==> src/hdl/ppr_pkg.sv <==
`default_nettype none
package ppr_pkg;
  localparam int NPINS = 6;
  localparam int NPERIPH_OUT = 4;
  localparam int NPERIPH_IN = 4;
  localparam int SEL_W = 3;
  // Register word offsets (byte addresses)
  localparam logic [7:0] OFS_LATCH = 8'h00;
  localparam logic [7:0] OFS_DIR = 8'h04;
  localparam logic [7:0] OFS_OPEN_DRAIN = 8'h08;
  localparam logic [7:0] OFS_SLEW = 8'h0c;
  localparam logic [7:0] OFS_LEVEL = 8'h10;
  localparam logic [7:0] OFS_ANALOG = 8'h14;
  localparam logic [7:0] OFS_PULL_UP = 8'h18;
  localparam logic [7:0] OFS_PINS = 8'h1c;
  localparam logic [7:0] OFS_CHANGE_EN = 8'h20;
  localparam logic [7:0] OFS_CHANGE_FLAG = 8'h24;
  localparam logic [7:0] OFS_OUT_SEL_BASE = 8'h40;
  localparam logic [7:0] OFS_IN_SEL_BASE = 8'h60;
  // Reset values
  localparam logic [5:0] RST_LATCH = 6'h00;
  localparam logic [5:0] RST_DIR = 6'h3f;
  localparam logic [5:0] RST_OPEN_DRAIN = 6'h00;
  localparam logic [5:0] RST_SLEW = 6'h3f;
  localparam logic [5:0] RST_LEVEL = 6'h00;
  localparam logic [5:0] RST_ANALOG = 6'h3f;
  localparam logic [5:0] RST_PULL_UP = 6'h3f;
  localparam logic [2:0] OUT_SEL_LATCH = 3'h0;
  localparam logic [2:0] RST_IN_SEL [NPERIPH_IN] = '{3'h2, 3'h5, 3'h4, 3'h3};

  typedef struct packed {
    logic [5:0] out;
    logic [5:0] oe;
    logic [5:0] slew_limit;
    logic [5:0] pull_up;
  } ppr_pad_ctl_type;

  typedef struct packed {
    logic [5:0] schmitt;
    logic [5:0] ttl;
  } ppr_pad_in_type;
endpackage : ppr_pkg
`default_nettype wire

==> src/hdl/ppr_port_pad_routing.sv <==
// Summary of operation
// Open-drain bit set: pin only sinks; clear: push-pull drive.
// Slew bit set limits pad slew rate; clear gives full rate.
// Each pin selects Schmitt CMOS or TTL input threshold.
// Selected threshold feeds both port reads and change detection.
// Software changes thresholds only with peripherals disabled, else spurious edge.
// Pins drive output latch data unless a peripheral output is routed.
// Any input-capable pin may carry any digital peripheral output.
// Each peripheral input has a default pin, movable by its selection register.
// Bidirectional functions need output pin selection equal to input selection.
// Analog-selected pins read 0 digitally; digital output still works.
// Weak pull-up is off whenever the pin is an output.
// Pad inputs pass two flip-flops before reads or change detection.
//
// Design decisions made here: register access over Wishbone and the register offsets.
`default_nettype none
module ppr_port_pad_routing
  import ppr_pkg::*;
(
  input wire logic clk_i,
  input wire logic rst_i,
  input wire logic wb_cyc_i,
  input wire logic wb_stb_i,
  input wire logic wb_we_i,
  input wire logic [7:0] wb_adr_i,
  input wire logic [3:0] wb_sel_i,
  input wire logic [31:0] wb_dat_i,
  output logic [31:0] wb_dat_o,
  output logic wb_ack_o,
  output logic wb_err_o,
  input wire ppr_pkg::ppr_pad_in_type pad_i,
  output ppr_pkg::ppr_pad_ctl_type pad_o,
  input wire logic [NPERIPH_OUT-1:0] periph_out_i,
  input wire logic [NPERIPH_OUT-1:0] periph_oe_i,
  output logic [NPERIPH_IN-1:0] periph_in_o,
  output logic change_o
);
  import ppr_pkg::*;

  logic [5:0] latch_reg, latch_next, dir_reg, dir_next, od_reg, od_next;
  logic [5:0] slew_reg, slew_next, lvl_reg, lvl_next, ana_reg, ana_next;
  logic [5:0] pu_reg, pu_next, chg_en_reg, chg_en_next, chg_flag_reg, chg_flag_next;
  logic [SEL_W-1:0] osel_reg [NPINS], osel_next [NPINS];
  logic [SEL_W-1:0] isel_reg [NPERIPH_IN], isel_next [NPERIPH_IN];
  logic [5:0] s1_sch_reg, s2_sch_reg, s1_ttl_reg, s2_ttl_reg, prev_reg;
  logic [5:0] in_val, digital_in, chg_edge;
  logic [31:0] dat_next;
  logic ack_next, err_next, req, hit;
  logic [5:0] wdat;
  logic [5:0] drv_out;
  logic [5:0] drv_en;
  logic [5:0] drv_pu;

  // Two-stage synchronisers for both threshold paths
  always_ff @(posedge clk_i) begin
    if (rst_i) begin
      s1_sch_reg <= 6'h00;
      s2_sch_reg <= 6'h00;
      s1_ttl_reg <= 6'h00;
      s2_ttl_reg <= 6'h00;
    end else begin
      s1_sch_reg <= pad_i.schmitt;
      s2_sch_reg <= s1_sch_reg;
      s1_ttl_reg <= pad_i.ttl;
      s2_ttl_reg <= s1_ttl_reg;
    end
  end

  // Threshold choice, analog mask and edge detection
  always_comb begin
    in_val = (lvl_reg & s2_ttl_reg) | (~lvl_reg & s2_sch_reg);
    digital_in = in_val & ~ana_reg;
    chg_edge = (digital_in ^ prev_reg) & chg_en_reg;
  end

  // Pad drive, one slice per pin
  for (genvar p = 0; p < NPINS; p++) begin : g_pin
    localparam int IW = $clog2(NPERIPH_OUT);
    logic routed;
    logic [IW-1:0] src;
    // Codes above the peripheral count fall back to latch data
    assign routed = (osel_reg[p] != OUT_SEL_LATCH) && (osel_reg[p] <= SEL_W'(NPERIPH_OUT));
    assign src = IW'(osel_reg[p] - 3'h1);
    assign drv_out[p] = routed ? periph_out_i[src] : latch_reg[p];
    // A routed pin drives only when its peripheral enables it
    assign drv_en[p] = (routed ? periph_oe_i[src] : 1'b1) & ~dir_reg[p];
    assign drv_pu[p] = pu_reg[p] & dir_reg[p];
  end

  // Open-drain pins release the line instead of driving high
  always_comb begin
    pad_o.out = drv_out;
    pad_o.oe = drv_en & (~od_reg | ~drv_out);
    pad_o.slew_limit = slew_reg;
    pad_o.pull_up = drv_pu;
  end

  // Peripheral inputs; selections past the last pin read 0
  for (genvar k = 0; k < NPERIPH_IN; k++) begin : g_route_in
    assign periph_in_o[k] = (isel_reg[k] < SEL_W'(NPINS)) ? digital_in[isel_reg[k]] : 1'b0;
  end

  // Wishbone register file
  always_comb begin
    req = wb_cyc_i & wb_stb_i & ~wb_ack_o & ~wb_err_o;
    wdat = wb_sel_i[0] ? wb_dat_i[5:0] : 6'h00;
    latch_next = latch_reg;
    dir_next = dir_reg;
    od_next = od_reg;
    slew_next = slew_reg;
    lvl_next = lvl_reg;
    ana_next = ana_reg;
    pu_next = pu_reg;
    chg_en_next = chg_en_reg;
    chg_flag_next = chg_flag_reg | chg_edge;
    osel_next = osel_reg;
    isel_next = isel_reg;
    // Read mux, registered into the answer cycle
    dat_next = 32'h0;
    hit = 1'b1;
    unique case (wb_adr_i)
      OFS_LATCH: dat_next[5:0] = latch_reg;
      OFS_DIR: dat_next[5:0] = dir_reg;
      OFS_OPEN_DRAIN: dat_next[5:0] = od_reg;
      OFS_SLEW: dat_next[5:0] = slew_reg;
      OFS_LEVEL: dat_next[5:0] = lvl_reg;
      OFS_ANALOG: dat_next[5:0] = ana_reg;
      OFS_PULL_UP: dat_next[5:0] = pu_reg;
      OFS_PINS: dat_next[5:0] = digital_in;
      OFS_CHANGE_EN: dat_next[5:0] = chg_en_reg;
      OFS_CHANGE_FLAG: dat_next[5:0] = chg_flag_reg;
      default: begin
        hit = 1'b0;
        for (int p = 0; p < NPINS; p++) begin
          if (wb_adr_i == OFS_OUT_SEL_BASE + 8'(4 * p)) begin
            hit = 1'b1;
            dat_next[SEL_W-1:0] = osel_reg[p];
          end
        end
        for (int k = 0; k < NPERIPH_IN; k++) begin
          if (wb_adr_i == OFS_IN_SEL_BASE + 8'(4 * k)) begin
            hit = 1'b1;
            dat_next[SEL_W-1:0] = isel_reg[k];
          end
        end
      end
    endcase
    // Writes need byte lane 0; other lanes hold no bits
    // Flag clear by writing ones; a same-cycle edge still sets
    if (req && wb_we_i && hit && wb_sel_i[0]) begin
      unique case (wb_adr_i)
        OFS_LATCH: latch_next = wdat;
        OFS_DIR: dir_next = wdat;
        OFS_OPEN_DRAIN: od_next = wdat;
        OFS_SLEW: slew_next = wdat;
        OFS_LEVEL: lvl_next = wdat;
        OFS_ANALOG: ana_next = wdat;
        OFS_PULL_UP: pu_next = wdat;
        OFS_CHANGE_EN: chg_en_next = wdat;
        OFS_CHANGE_FLAG: chg_flag_next = (chg_flag_reg & ~wdat) | chg_edge;
        default: begin
          for (int p = 0; p < NPINS; p++) begin
            if (wb_adr_i == OFS_OUT_SEL_BASE + 8'(4 * p)) begin
              osel_next[p] = wb_dat_i[SEL_W-1:0];
            end
          end
          for (int k = 0; k < NPERIPH_IN; k++) begin
            if (wb_adr_i == OFS_IN_SEL_BASE + 8'(4 * k)) begin
              isel_next[k] = wb_dat_i[SEL_W-1:0];
            end
          end
        end
      endcase
    end
    // Answer one cycle after the request is taken
    ack_next = req & hit;
    err_next = req & ~hit;
  end

  // State registers
  always_ff @(posedge clk_i) begin
    if (rst_i) begin
      latch_reg <= RST_LATCH;
      dir_reg <= RST_DIR;
      od_reg <= RST_OPEN_DRAIN;
      slew_reg <= RST_SLEW;
      lvl_reg <= RST_LEVEL;
      ana_reg <= RST_ANALOG;
      pu_reg <= RST_PULL_UP;
      chg_en_reg <= 6'h00;
      chg_flag_reg <= 6'h00;
      prev_reg <= 6'h00;
      for (int p = 0; p < NPINS; p++) begin
        osel_reg[p] <= OUT_SEL_LATCH;
      end
      for (int k = 0; k < NPERIPH_IN; k++) begin
        isel_reg[k] <= RST_IN_SEL[k];
      end
      wb_dat_o <= 32'h0;
      wb_ack_o <= 1'b0;
      wb_err_o <= 1'b0;
    end else begin
      latch_reg <= latch_next;
      dir_reg <= dir_next;
      od_reg <= od_next;
      slew_reg <= slew_next;
      lvl_reg <= lvl_next;
      ana_reg <= ana_next;
      pu_reg <= pu_next;
      chg_en_reg <= chg_en_next;
      chg_flag_reg <= chg_flag_next;
      prev_reg <= digital_in;
      osel_reg <= osel_next;
      isel_reg <= isel_next;
      wb_dat_o <= dat_next;
      wb_ack_o <= ack_next;
      wb_err_o <= err_next;
    end
  end

  // Any pending change flag
  assign change_o = |chg_flag_reg;
endmodule : ppr_port_pad_routing
`default_nettype wire

==> config.mk <==
export PLATFORM = sky130hd
export DESIGN_NAME = ppr_port_pad_routing
export DESIGN_NICKNAME = d
export VERILOG_FILES = /design/src/hdl/ppr_pkg.sv /design/src/hdl/ppr_port_pad_routing.sv
export SDC_FILE = /design/constraint.sdc
export NUM_CORES = 1
export LEC_CHECK = 0
export ABC_AREA = 1
export ABC_CLOCK_PERIOD_IN_PS = 2000
export BUFFER_PORTS_ARGS = -buffer_cell sky130_fd_sc_hd__buf_2
export CAP_MARGIN = 25
export CORE_ASPECT_RATIO = 1.4
export CORE_MARGIN = 2
export CORE_UTILIZATION = 56
export DETAILED_ROUTE_END_ITERATION = 6
export GPL_TIMING_DRIVEN = 0
export PLACE_DENSITY_LB_ADDON = 0.12
export SETUP_SLACK_MARGIN = 0.4
export SKIP_CTS_REPAIR_TIMING = 1
export SLEW_MARGIN = 20
export SYNTH_ARGS = -nofsm -noshare
export SYNTH_HDL_FRONTEND = slang
export SYNTH_SLANG_ARGS = --single-unit
==> constraint.sdc <==
create_clock -name clk_i -period 2 [get_ports clk_i]
set_input_delay 0.1 -clock clk_i [delete_from_list [all_inputs] [get_ports clk_i]]
set_output_delay 0.1 -clock clk_i [all_outputs]
set_load 0.02 [all_outputs]
# After elaboration in Yosys (flattened, before gate mapping)
# Index checks and enable logic that the tools add are counted.
# W data, S select, Z words.
op_classes:
  n_addsub: 6
  n_lt_le_gt_ge: 20
  eq_ne: 19
  muxes: 74
  n_bitwise: 43
  reduce_logical: 37
ops:
  columns: ["cell", "count"]
  rows:
  - ["$eq A8 B7 Y1 const B", 10]
  - ["$pmux W3 S10", 2]
  - ["$mux W1", 43]
  - ["$and A6 B6 Y6", 6]
  - ["$eq A8 B5 Y1 const B", 4]
  - ["$mux W3", 10]
  - ["$not A6 Y6", 5]
  - ["$reduce_and A3 Y1", 10]
  - ["$bmux W1 S2", 12]
  - ["$or A6 B6 Y6", 4]
  - ["$le A3 B3 Y1 const B", 6]
  - ["$lt A2 B3 Y1 const B", 6]
  - ["$mux W6", 3]
  - ["$reduce_bool A3 Y1", 6]
  - ["$and A1 B1 Y1", 17]
  - ["$eq A8 B4 Y1 const B", 2]
  - ["$eq A8 B6 Y1 const B", 2]
  - ["$lt A3 B4 Y1 const B", 4]
  - ["$reduce_and A2 Y1", 8]
  - ["$bmux W1 S3", 4]
  - ["$lt A3 B3 Y1 const B", 4]
  - ["$sub A2 B1 Y2 const B", 6]
  - ["$not A1 Y1", 10]
  - ["$reduce_or A10 Y1", 1]
  - ["other kinds (6)", 14]
word_totals:
  ff_bits: 148
  in_bits: 69
  out_inout_bits: 63
  elab_cells: 227

# Longest topological paths before layout
# Gate-level depths: netlist (run 1).
logic_depth:
  depth_word: 15
  mapped_depth: 13
  mapped_depth_nobuf: 13

# Least setup slack after synthesis (run 1)
# Ideal clock, no wire load.
synth_timing:
  path_type: "register -> output"
  from: "register osel_reg[0] (netlist bit)"
  to: "output pad_o[17] (netlist bit)"
  t_arrival_ns: 1.819
  required_ns: 1.900
  setup_slack_ns: 0.081
  path_stages_with_launch: 10
  path_cell_list: "dfxtp_1 clkbuf_1 inv_1 ha_1 a21oi_1 o21ai_0 a31oi_1 nand2_1 nand3b_1 inv_1"
synth_rtl:
  columns: ["item", "line_no", "text"]
  rows:
  - ["start: declaration", "ppr_port_pad_routing.sv:43", "logic [SEL_W-1:0] osel_reg [NPINS], osel_next [NPINS];"]
  - ["start signal: assignment", "ppr_port_pad_routing.sv:213", "osel_reg <= osel_next;"]
  - ["end: declaration", "ppr_port_pad_routing.sv:32", "output ppr_pkg::ppr_pad_ctl_type pad_o,"]

==> run metrics, run 1 <==
Worst-Skew Late Latency=about 430 ps; worst r2r src=ana_reg[4]; leakage=between 4 and 5 nW; hold path start=wb_dat_i[2]; Slew Viols, Final=0; Tmin final=approximately 2000 ps; top cell type's share of synthesized area=between 30% and 40%; 1st-pass router iterations=6; routed wl met2=11700 µm; Die X=around 99 µm; I/O Buffers=74; CP Data Arrival Time=1880 ps; HP Class=in2reg; HPWL after DPL=around 16000 µm; CP max-delay cell=dfxtp_4; clk slew on worst S/H paths=approximately 60 ps; M1 WL=8400 µm; share of layout cells above drive strength 1=a little under a quarter; Worst R2R End=chg_flag_reg[4]; GP Congestion=between 0.9 and 1; FF-to-FF setup slack=about 450 ps; total design power=~6.0 mW; Max-slew headroom=between 50% and 60%; Worst R2R Path Depth=11; FMAX=between 0.5 and 0.6 GHz; Hold Path Depth=3; critical-path maximum fanout=4; DRC Markers=0; initial antenna violation count=0; synth-to-layout area growth=32.1%; clk_skew=~9 ps; ranking of synthesized cells by area=dfxtp_1 35%, nand2_1 16%, inv_1 9.4%, nor2_1 8.6%, nand3_1 4.7%; DR WL met3=approximately 1600 µm; CTS tree=yes; Largest register FFs=18; worst IR drop on VDD=0.821 mV; Fin. Hold Viols=0; sequential share of the synthesized area=about a third; Max Used Layer=met4; Nets=between 1k and 1.5k; Worst-Margin Slew=666 ps; Core ar.=~12000 µm²; Avg Cell Area, Syn=6.42 µm²; mapped cell area=between 7000 and 8000 µm²; leading cell type in the layout, fill and taps excluded=nand2_1; CP startpoint kind=flop; crit path capture type=primary output; root buf cell=clkbuf_16; Synth Flop Type=dfxtp_1; CTS buffer count=17; via count=approximately 7.6k; vias in the first global route=roughly 6.5k; status=complete, no violations; YS warnings=0; first-pass GRT wire length=32700 µm; I/O pins=around 130; die area=approximately 13000 µm²; final WL=about 23000 µm; type of the worst setup path=reg2out; total grt overflow=0; CP dominant cell by count=o21ai_1; largest stage delay on the critical path=about 370 ps; Power Density=about 650 nW/µm²; DR iter-0 viols=about 560; Initial Utilization=between 50% and 60%; ant diodes=0; register bit total from synthesis=between 100 and 150; clk sinks=around 120; Hold Path End=isel_reg[2]; Unique masters post-synth=33; total global-route track usage=a little under a third; Post-synth EDFFs=0; post-route clock period utilization=between 90% and 100%; WP data required=about 1900 ps; wire length per cell=15.9 µm; # setup viols final=0; Clock Tree Buf Depth=2; most frequent cells in the layout=291 x nand2_1, 154 x inv_1, 140 x nor2_1; vias per inst=5.37; die height=approximately 140 µm; RSZ-0062 raised after global routing=true; post-synthesis cell count=1093; largest net degree at the start of global routing=17; std cell rows=48; H-tree lvl count=4; crit-path cells=inv_6 -> ha_4 -> a21oi_2 -> o21ai_1 -> o21ai_1 -> mux2_4 -> a21oi_4 -> buf_6; Routed Antenna Nets=0; setup TNS after final layout=0 ps; Post-synth ARST share=0%; max cap viols=0; final hold slack=just over 30 ps; post-synth top area cell=dfxtp_1
cell families after synthesis:
group | synth area share, %
other cells | 0.0534
flops | 34.8
buf+inv | 14.9
xor+xnor | 0.749
fa+ha+maj | 1.07
simple gates | 35.5
mux | 0.160
compound gates | 12.9
how the worst max path moves through the flow:
stage / startpoint / to / slack [ps] / cells after the start
after floorplan: osel_reg[0] / pad_o[17] / 370 / 9
after global placement: wb_adr_i[5] / isel_reg[10] / -10 / 12
after detailed placement: wb_adr_i[5] / chg_flag_reg[2] / -60 / 12
after global routing: osel_reg[12] / pad_o[13] / -40 / 8
after CTS: osel_reg[12] / pad_o[13] / -340 / 8
final: osel_reg[12] / pad_o[13] / 20 / 8
layer usage:
| layer | vias to the layer above | global-route usage (%) |
|---|---|---|
| met4 | 0 | 14.9 |
| met1 | 3489 | 36.2 |
| met5 | - | 0 |
| met2 | 363 | 56.8 |
| met3 | 76 | 4.68 |
| li1 | 3714 | - |
Yosys cell counts (2+ instances only):
cell	count
buf_6	2
buf_2	6
clkbuf_1	15
nand3b_1	5
nor2_2	2
nand2_2	2
ha_1	6
o22ai_1	9
nor2_1	160
nand4_1	15
nand2_1	293
a21oi_1	42
o211ai_1	13
nand3_1	66
inv_1	175
o21bai_1	27
xnor2_1	6
inv_2	4
nand3_4	14
a31oi_1	5
nor3_1	6
dfxtp_1	122
buf_4	29
o21ai_0	58
clkinv_1	3
power breakdown:
part	switching (mW)	internal [mW]
combinational	0.290	0.159
clock	1.25	1.86
sequential	0.0114	2.45
stage by stage:
stage | worst slack (ps) | cells | utilization, % | instance area, µm²
floorplan | 370 | 1118 | - | 7250
finish | 19.5 | 1423 | 75.3 | 9270
CTS | -340 | 1374 | 68.2 | 8400
global route | -41.5 | 1423 | 75.3 | 9270
detailed placement | -56.8 | 1342 | 63.4 | 7810
global placement | -11.8 | 1342 | 63.4 | 7810
cell type report:
class | instances | area [µm²]
clock buffer | 18 | 429
tap | 150 | 188
inverter | 182 | 709
timing repair buffer | 123 | 846
fill | 1004 | 3040
clock inverter | 14 | 161
sequential | 122 | 2470
multi-input combinational | 760 | 4080
buffer | 54 | 390
worst max-delay path, delay by kind of cell, from the launching register on:
kind,cells,cell delay (ps)
DFF,1,370
AOI/OAI and AO/OA,4,360
muxes,1,280
adders and majority gates,1,300
buffers and inverters,2,160
Note: power is estimated with default switching activity, not from simulation.
==> run 2, diff against run 1 <==
--- a/config.mk
+++ b/config.mk
@@ -11,7 +11,7 @@
 export CAP_MARGIN = 25
 export CORE_ASPECT_RATIO = 1.4
 export CORE_MARGIN = 2
-export CORE_UTILIZATION = 56
+export CORE_UTILIZATION = 25
 export DETAILED_ROUTE_END_ITERATION = 6
 export GPL_TIMING_DRIVEN = 0
 export PLACE_DENSITY_LB_ADDON = 0.12
==> run 2 against run 1 <==
Effect of this change: core utilization decreased by 39 points; the flow now finishes with violations (setup timing); combinational power grew 7.3%; register-to-register slack worse by 130 ps.
==> run metrics, run 2 (synthesis gave the netlist of run 1 again) <==
final WL=26800 µm (+18%); total design power=6.27 mW (+4.3%); die area=29500 µm² (+120%); initial antenna violation count=0 (unchanged); share of layout cells above drive strength 1=27.7% (+4.0 points); Worst-Skew Late Latency=440 ps (about the same); Max-slew headroom=46.4% (-9.2 points); root buf cell=clkbuf_16; largest stage delay on the critical path=320 ps (-50 ps); Core ar.=27700 µm² (+120%); FMAX=0.486 GHz (-3.7%); HP Class=in2reg; clk sinks=122 (unchanged); pre-CTS setup slack=-380 ps (-323 ps); # setup viols final=1 (+1); slack of the critical path=-57.3 ps (-76.8 ps); vias in the first global route=6782 (+4.6%); crit-path cells=buf_6 -> inv_8 -> ha_4 -> xnor2_4 -> nor2_2 -> a31oi_2 -> nand2_1 -> nand3b_1 -> inv_2 -> buf_6; register area=2470 µm² (-0.15%); final hold slack=5.08 ps (-25.4 ps); CP dominant cell by count=buf_6; total global-route track usage=17.9% (-14 points); std cell rows=72 (+50%); most frequent cells in the layout=273 x nand2_1, 155 x inv_1, 133 x nor2_1; Routed Antenna Nets=0 (unchanged); clk slew on worst S/H paths=60 ps (about the same); crit path capture type=primary output; I/O pins=132 (unchanged); max cap viols=0 (unchanged); worst IR drop on VDD=0.583 mV (-29%); fin util=36.1% (-39 points); Clock Tree Buf Depth=2 (unchanged); synth-to-layout area growth=42.2%; Slew Viols, Final=0 (unchanged); CP max-delay cell=dfxtp_2; DR iter-0 viols=302 (-46%); Initial Utilization=25.4% (-32 points); setup TNS after final layout=-57.3 ps (-57.3 ps); 1st-pass router iterations=5 (-1); WP data required=1900 ps (about the same); first-pass GRT wire length=39400 µm (+20%); clk_skew=8.19 ps (-0.804 ps); Die X=146 µm (+48%); Largest register FFs=18 (unchanged); Worst-Margin Slew=804 ps (+138 ps); DRC Markers=0 (unchanged); CTS tree=yes; I/O Buffers=74 (unchanged); status=complete, but fails checks; CTS buffer count=17 (unchanged); GP Congestion=0.851 (-12%); type of the worst setup path=reg2out; failing checks=setup timing; Power Density=629 nW/µm² (-3.1%); largest net degree at the start of global routing=17 (unchanged); wire length per cell=16.2 µm (+1.7%); Fin. Hold Viols=0 (unchanged); leakage=4.61 nW (+2.1%); multi-input logic area=4270 µm² (+4.8%); die height=202 µm (+48%); vias per inst=4.37 (-19%); CP startpoint kind=flop; critical-path maximum fanout=3 (-1); HPWL after DPL=20200 µm (+27%); via count=7240 (-5.3%); Tmin final=2060 ps (+76.8 ps); leading cell type in the layout, fill and taps excluded=nand2_1; total grt overflow=0 (unchanged); H-tree lvl count=4 (unchanged); ant diodes=0 (unchanged); CP Data Arrival Time=1960 ps (+80 ps); RSZ-0062 raised after global routing=true; Fillers=2984 (+200%); Nets=1350 (+1.1%); post-route clock period utilization=103% (+3.8 points)
==> run 2: cell count changes in the layout (fill, tap and decap cells not counted), sizes merged <==
cell | previous run | this run
bufinv | 2 | 3
clkinvlp | 4 | 7
inv | 184 | 180
buf | 146 | 162
clkbuf | 32 | 33
clkinv | 6 | 4
==> run 2: layout make-up <==
class / count / share of cell area [%]
tap: 370 / 4.64
timing repair buffer: 138 / 10.3
sequential: 122 / 24.7
buffer: 54 / 4.00
clock inverter: 12 / 1.60
multi-input combinational: 760 / 42.8
clock buffer: 20 / 4.68
inverter: 182 / 7.21
==> run 2: path summary, 6_finish.rpt <==
check,startpoint,to,slack (ps),depth (start not counted)
max reg2reg,wb_err_o,isel_reg[10],320,10
max,osel_reg[0],pad_o[17],-60,10
min reg2reg,s1_ttl_reg[4],s2_ttl_reg[4],400,2
min,wb_dat_i[1],isel_reg[4],5,3
==> run 2: worst max-delay path: cells and delay by family, from the launching register on <==
family / cells / cell delay (ps)
AO/OA/AOI/OAI: 1 / 190
adder cells (fa/ha/maj): 1 / 160
AND/OR/NAND/NOR: 3 / 270
XOR/XNOR: 1 / 280
buffers and inverters: 4 / 300
flip-flops: 1 / 320
==> run 2: layer usage <==
metal	vias up	GRT usage, %	wire length [µm]
met1	3315	19.5	10700
met3	27	2.89	798
met5	-	0	0
li1	3747	-	-
met2	151	33.9	14700
met4	0	7.91	562
==> run 2: metrics by stage <==
stage / cell area (µm²) / cells
floorplan: 7250 / 1118
finish: 9980 / 1658
CTS: 8710 / 1594
global route: 9980 / 1658
global placement: 8080 / 1562
detailed placement: 8080 / 1562
==> run 2: power breakdown <==
part,internal [mW],switching (mW)
Sequential,2.45,0.0114
Clock,2.07,1.26
Combinational,0.167,0.315
Total,4.69,1.59
==> run 3, diff against run 2 <==
--- a/config.mk
+++ b/config.mk
@@ -14,7 +14,7 @@
 export CORE_UTILIZATION = 25
 export DETAILED_ROUTE_END_ITERATION = 6
 export GPL_TIMING_DRIVEN = 0
-export PLACE_DENSITY_LB_ADDON = 0.12
+export PLACE_DENSITY = 0.53
 export SETUP_SLACK_MARGIN = 0.4
 export SKIP_CTS_REPAIR_TIMING = 1
 export SLEW_MARGIN = 20
==> run 3 against run 2 <==
Effect of this change: clock skew about the same; worst hold slack lost 4.5 ps; fmax is 4.3% higher; global-route usage down 1.5 points; first-iteration DRC count grew 24%; critical path type unchanged; core utilization shrank 0.96 points; the run now ends clean; cell area shrank 2.7%; sequential share of layout area is 0.69 points higher; count of clock-buffer cells in the layout increased by 4; critical path depth unchanged; total power is 5.5% lower.
==> run metrics, run 3 (synthesis gave the netlist of run 1 again) <==
clk slew on worst S/H paths=60 ps (about the same); vias in the first global route=6637 (-2.1%); pre-CTS setup slack=-231 ps (+149 ps); Initial Utilization=25.4% (unchanged); Clock Tree Buf Depth=2 (unchanged); Max-slew headroom=46.1% (-0.22 points); Core ar.=27700 µm² (unchanged); leading cell type in the layout, fill and taps excluded=nand2_1; total global-route track usage=16.5% (-1.5 points); RSZ-0062 raised after global routing=true; 1st-pass router iterations=5 (unchanged); Tmin final=1970 ps (-85.4 ps); Slew Viols, Final=0 (unchanged); synth-to-layout area growth=38.4%; critical-path maximum fanout=3 (unchanged); FMAX=0.507 GHz (+4.3%); HP Class=in2reg; wire length per cell=15.1 µm (-6.3%); via count=7300 (+0.83%); first-pass GRT wire length=37000 µm (-6.1%); die area=29500 µm² (unchanged); CTS tree=yes; Die X=146 µm (unchanged); largest net degree at the start of global routing=17 (unchanged); max cap viols=0 (unchanged); I/O Buffers=74 (unchanged); Largest register FFs=18 (unchanged); leakage=4.55 nW (-1.4%); M1 WL=10100 µm (-6.0%); Nets=1344 (-0.44%); type of the worst setup path=reg2out; Fin. Hold Viols=0 (unchanged); Worst-Margin Slew=808 ps (+3.28 ps); GP Congestion=0.872 (+2.4%); I/O pins=132 (unchanged); std cell rows=72 (unchanged); clk_skew=8.25 ps (+0.0545 ps); share of layout cells above drive strength 1=24.6% (-3.1 points); root buf cell=clkbuf_16; clk sinks=122 (unchanged); CP startpoint kind=flop; Power Density=610 nW/µm² (-2.9%); die height=202 µm (unchanged); crit path capture type=primary output; final WL=25000 µm (-6.7%); Max Used Layer=met5; most frequent cells in the layout=286 x nand2_1, 154 x inv_1, 142 x nor2_1; HPWL after DPL=19000 µm (-6.4%); total grt overflow=0 (unchanged); WP data required=1900 ps (about the same); post-route clock period utilization=98.6% (-4.3 points); CP Data Arrival Time=1870 ps (-90 ps); initial antenna violation count=2 (+2); Routed Antenna Nets=0 (unchanged); Worst-Skew Late Latency=430 ps (about the same); # setup viols final=0 (-1); final hold slack=0.623 ps (-4.46 ps); DR iter-0 viols=375 (+24%); worst IR drop on VDD=0.545 mV (-6.6%); routed wl met2=13000 µm (-12%); slack of the critical path=28.1 ps (+85.4 ps); vias per inst=4.42 (+1.2%); CTS buffer count=17 (unchanged); H-tree lvl count=4 (unchanged); DRC Markers=0 (unchanged); status=complete, no violations; DR WL met3=928 µm (+16%)
## run 3: cell types whose count changed in the layout (fill, tap and decap cells not counted), moves of 6 or more
cell      delta
clkbuf_1     +6
nand2_1     +13
nand2_2     -13
nand3_1      +9
nand3_2      -6
nor2_1       +9
nor2_2       -8
## run 3: power breakdown
| group | leakage [nW] | internal (mW) | switching, mW |
|---|---|---|---|
| combinational | 3.28 | 0.167 | 0.301 |
| sequential | 0.997 | 2.45 | 0.00970 |
| clock | 0.264 | 1.85 | 1.14 |
## run 3: final timing paths
check	startpoint	end	slack, ps	cells past startpoint
setup / recovery	osel_reg[0]	pad_o[17]	30	10
setup reg to reg	wb_err_o	isel_reg[7]	390	9
hold reg to reg	s1_ttl_reg[2]	s2_ttl_reg[2]	400	2
hold / removal	wb_dat_i[1]	isel_reg[4]	0.6	3
## run 3: worst max-delay path, cell delays in order, from the launching register on
cell and delay [ps]:
dfxtp_2 320, buf_6 100, inv_6 30, ha_4 160, xnor2_4 240, nor2_1 90
a31oi_2 170, nand2_1 70, nand3b_1 100, inv_2 40, buf_6 120
## run 3: area by class of cell
cell class | count | area, µm²
flip-flops and latches | 122 | 2470
inverters | 182 | 712
multi-input cells | 760 | 4130
diodes | 1 | 2.50
well taps | 370 | 463
repair buffers | 132 | 966
clock inverters | 7 | 93.8
fillers | 2973 | 17900
plain buffers | 54 | 410
clock buffers | 24 | 462
## run 3: per-stage QoR
step / cells / util, % / setup TNS, ps / power (mW) / instance area, µm²
floorplan: 1118 / - / 0 / 2.78 / 7250
global placement: 1562 / 29.2 / -4250 / 2.92 / 8080
detailed placement: 1562 / 29.2 / -8480 / 2.92 / 8080
CTS: 1593 / 31.2 / -4240 / 5.91 / 8640
global route: 1651 / 35.1 / -174 / 6.10 / 9710
finish: 1652 / 35.1 / 0 / 5.93 / 9710
## run 3: layer usage
| metal | GRT usage (%) | up-vias |
|---|---|---|
| met5 | 0 | - |
| met4 | 7.28 | 2 |
| met3 | 3.30 | 59 |
| met2 | 30.9 | 217 |
| met1 | 17.8 | 3292 |
| li1 | - | 3730 |
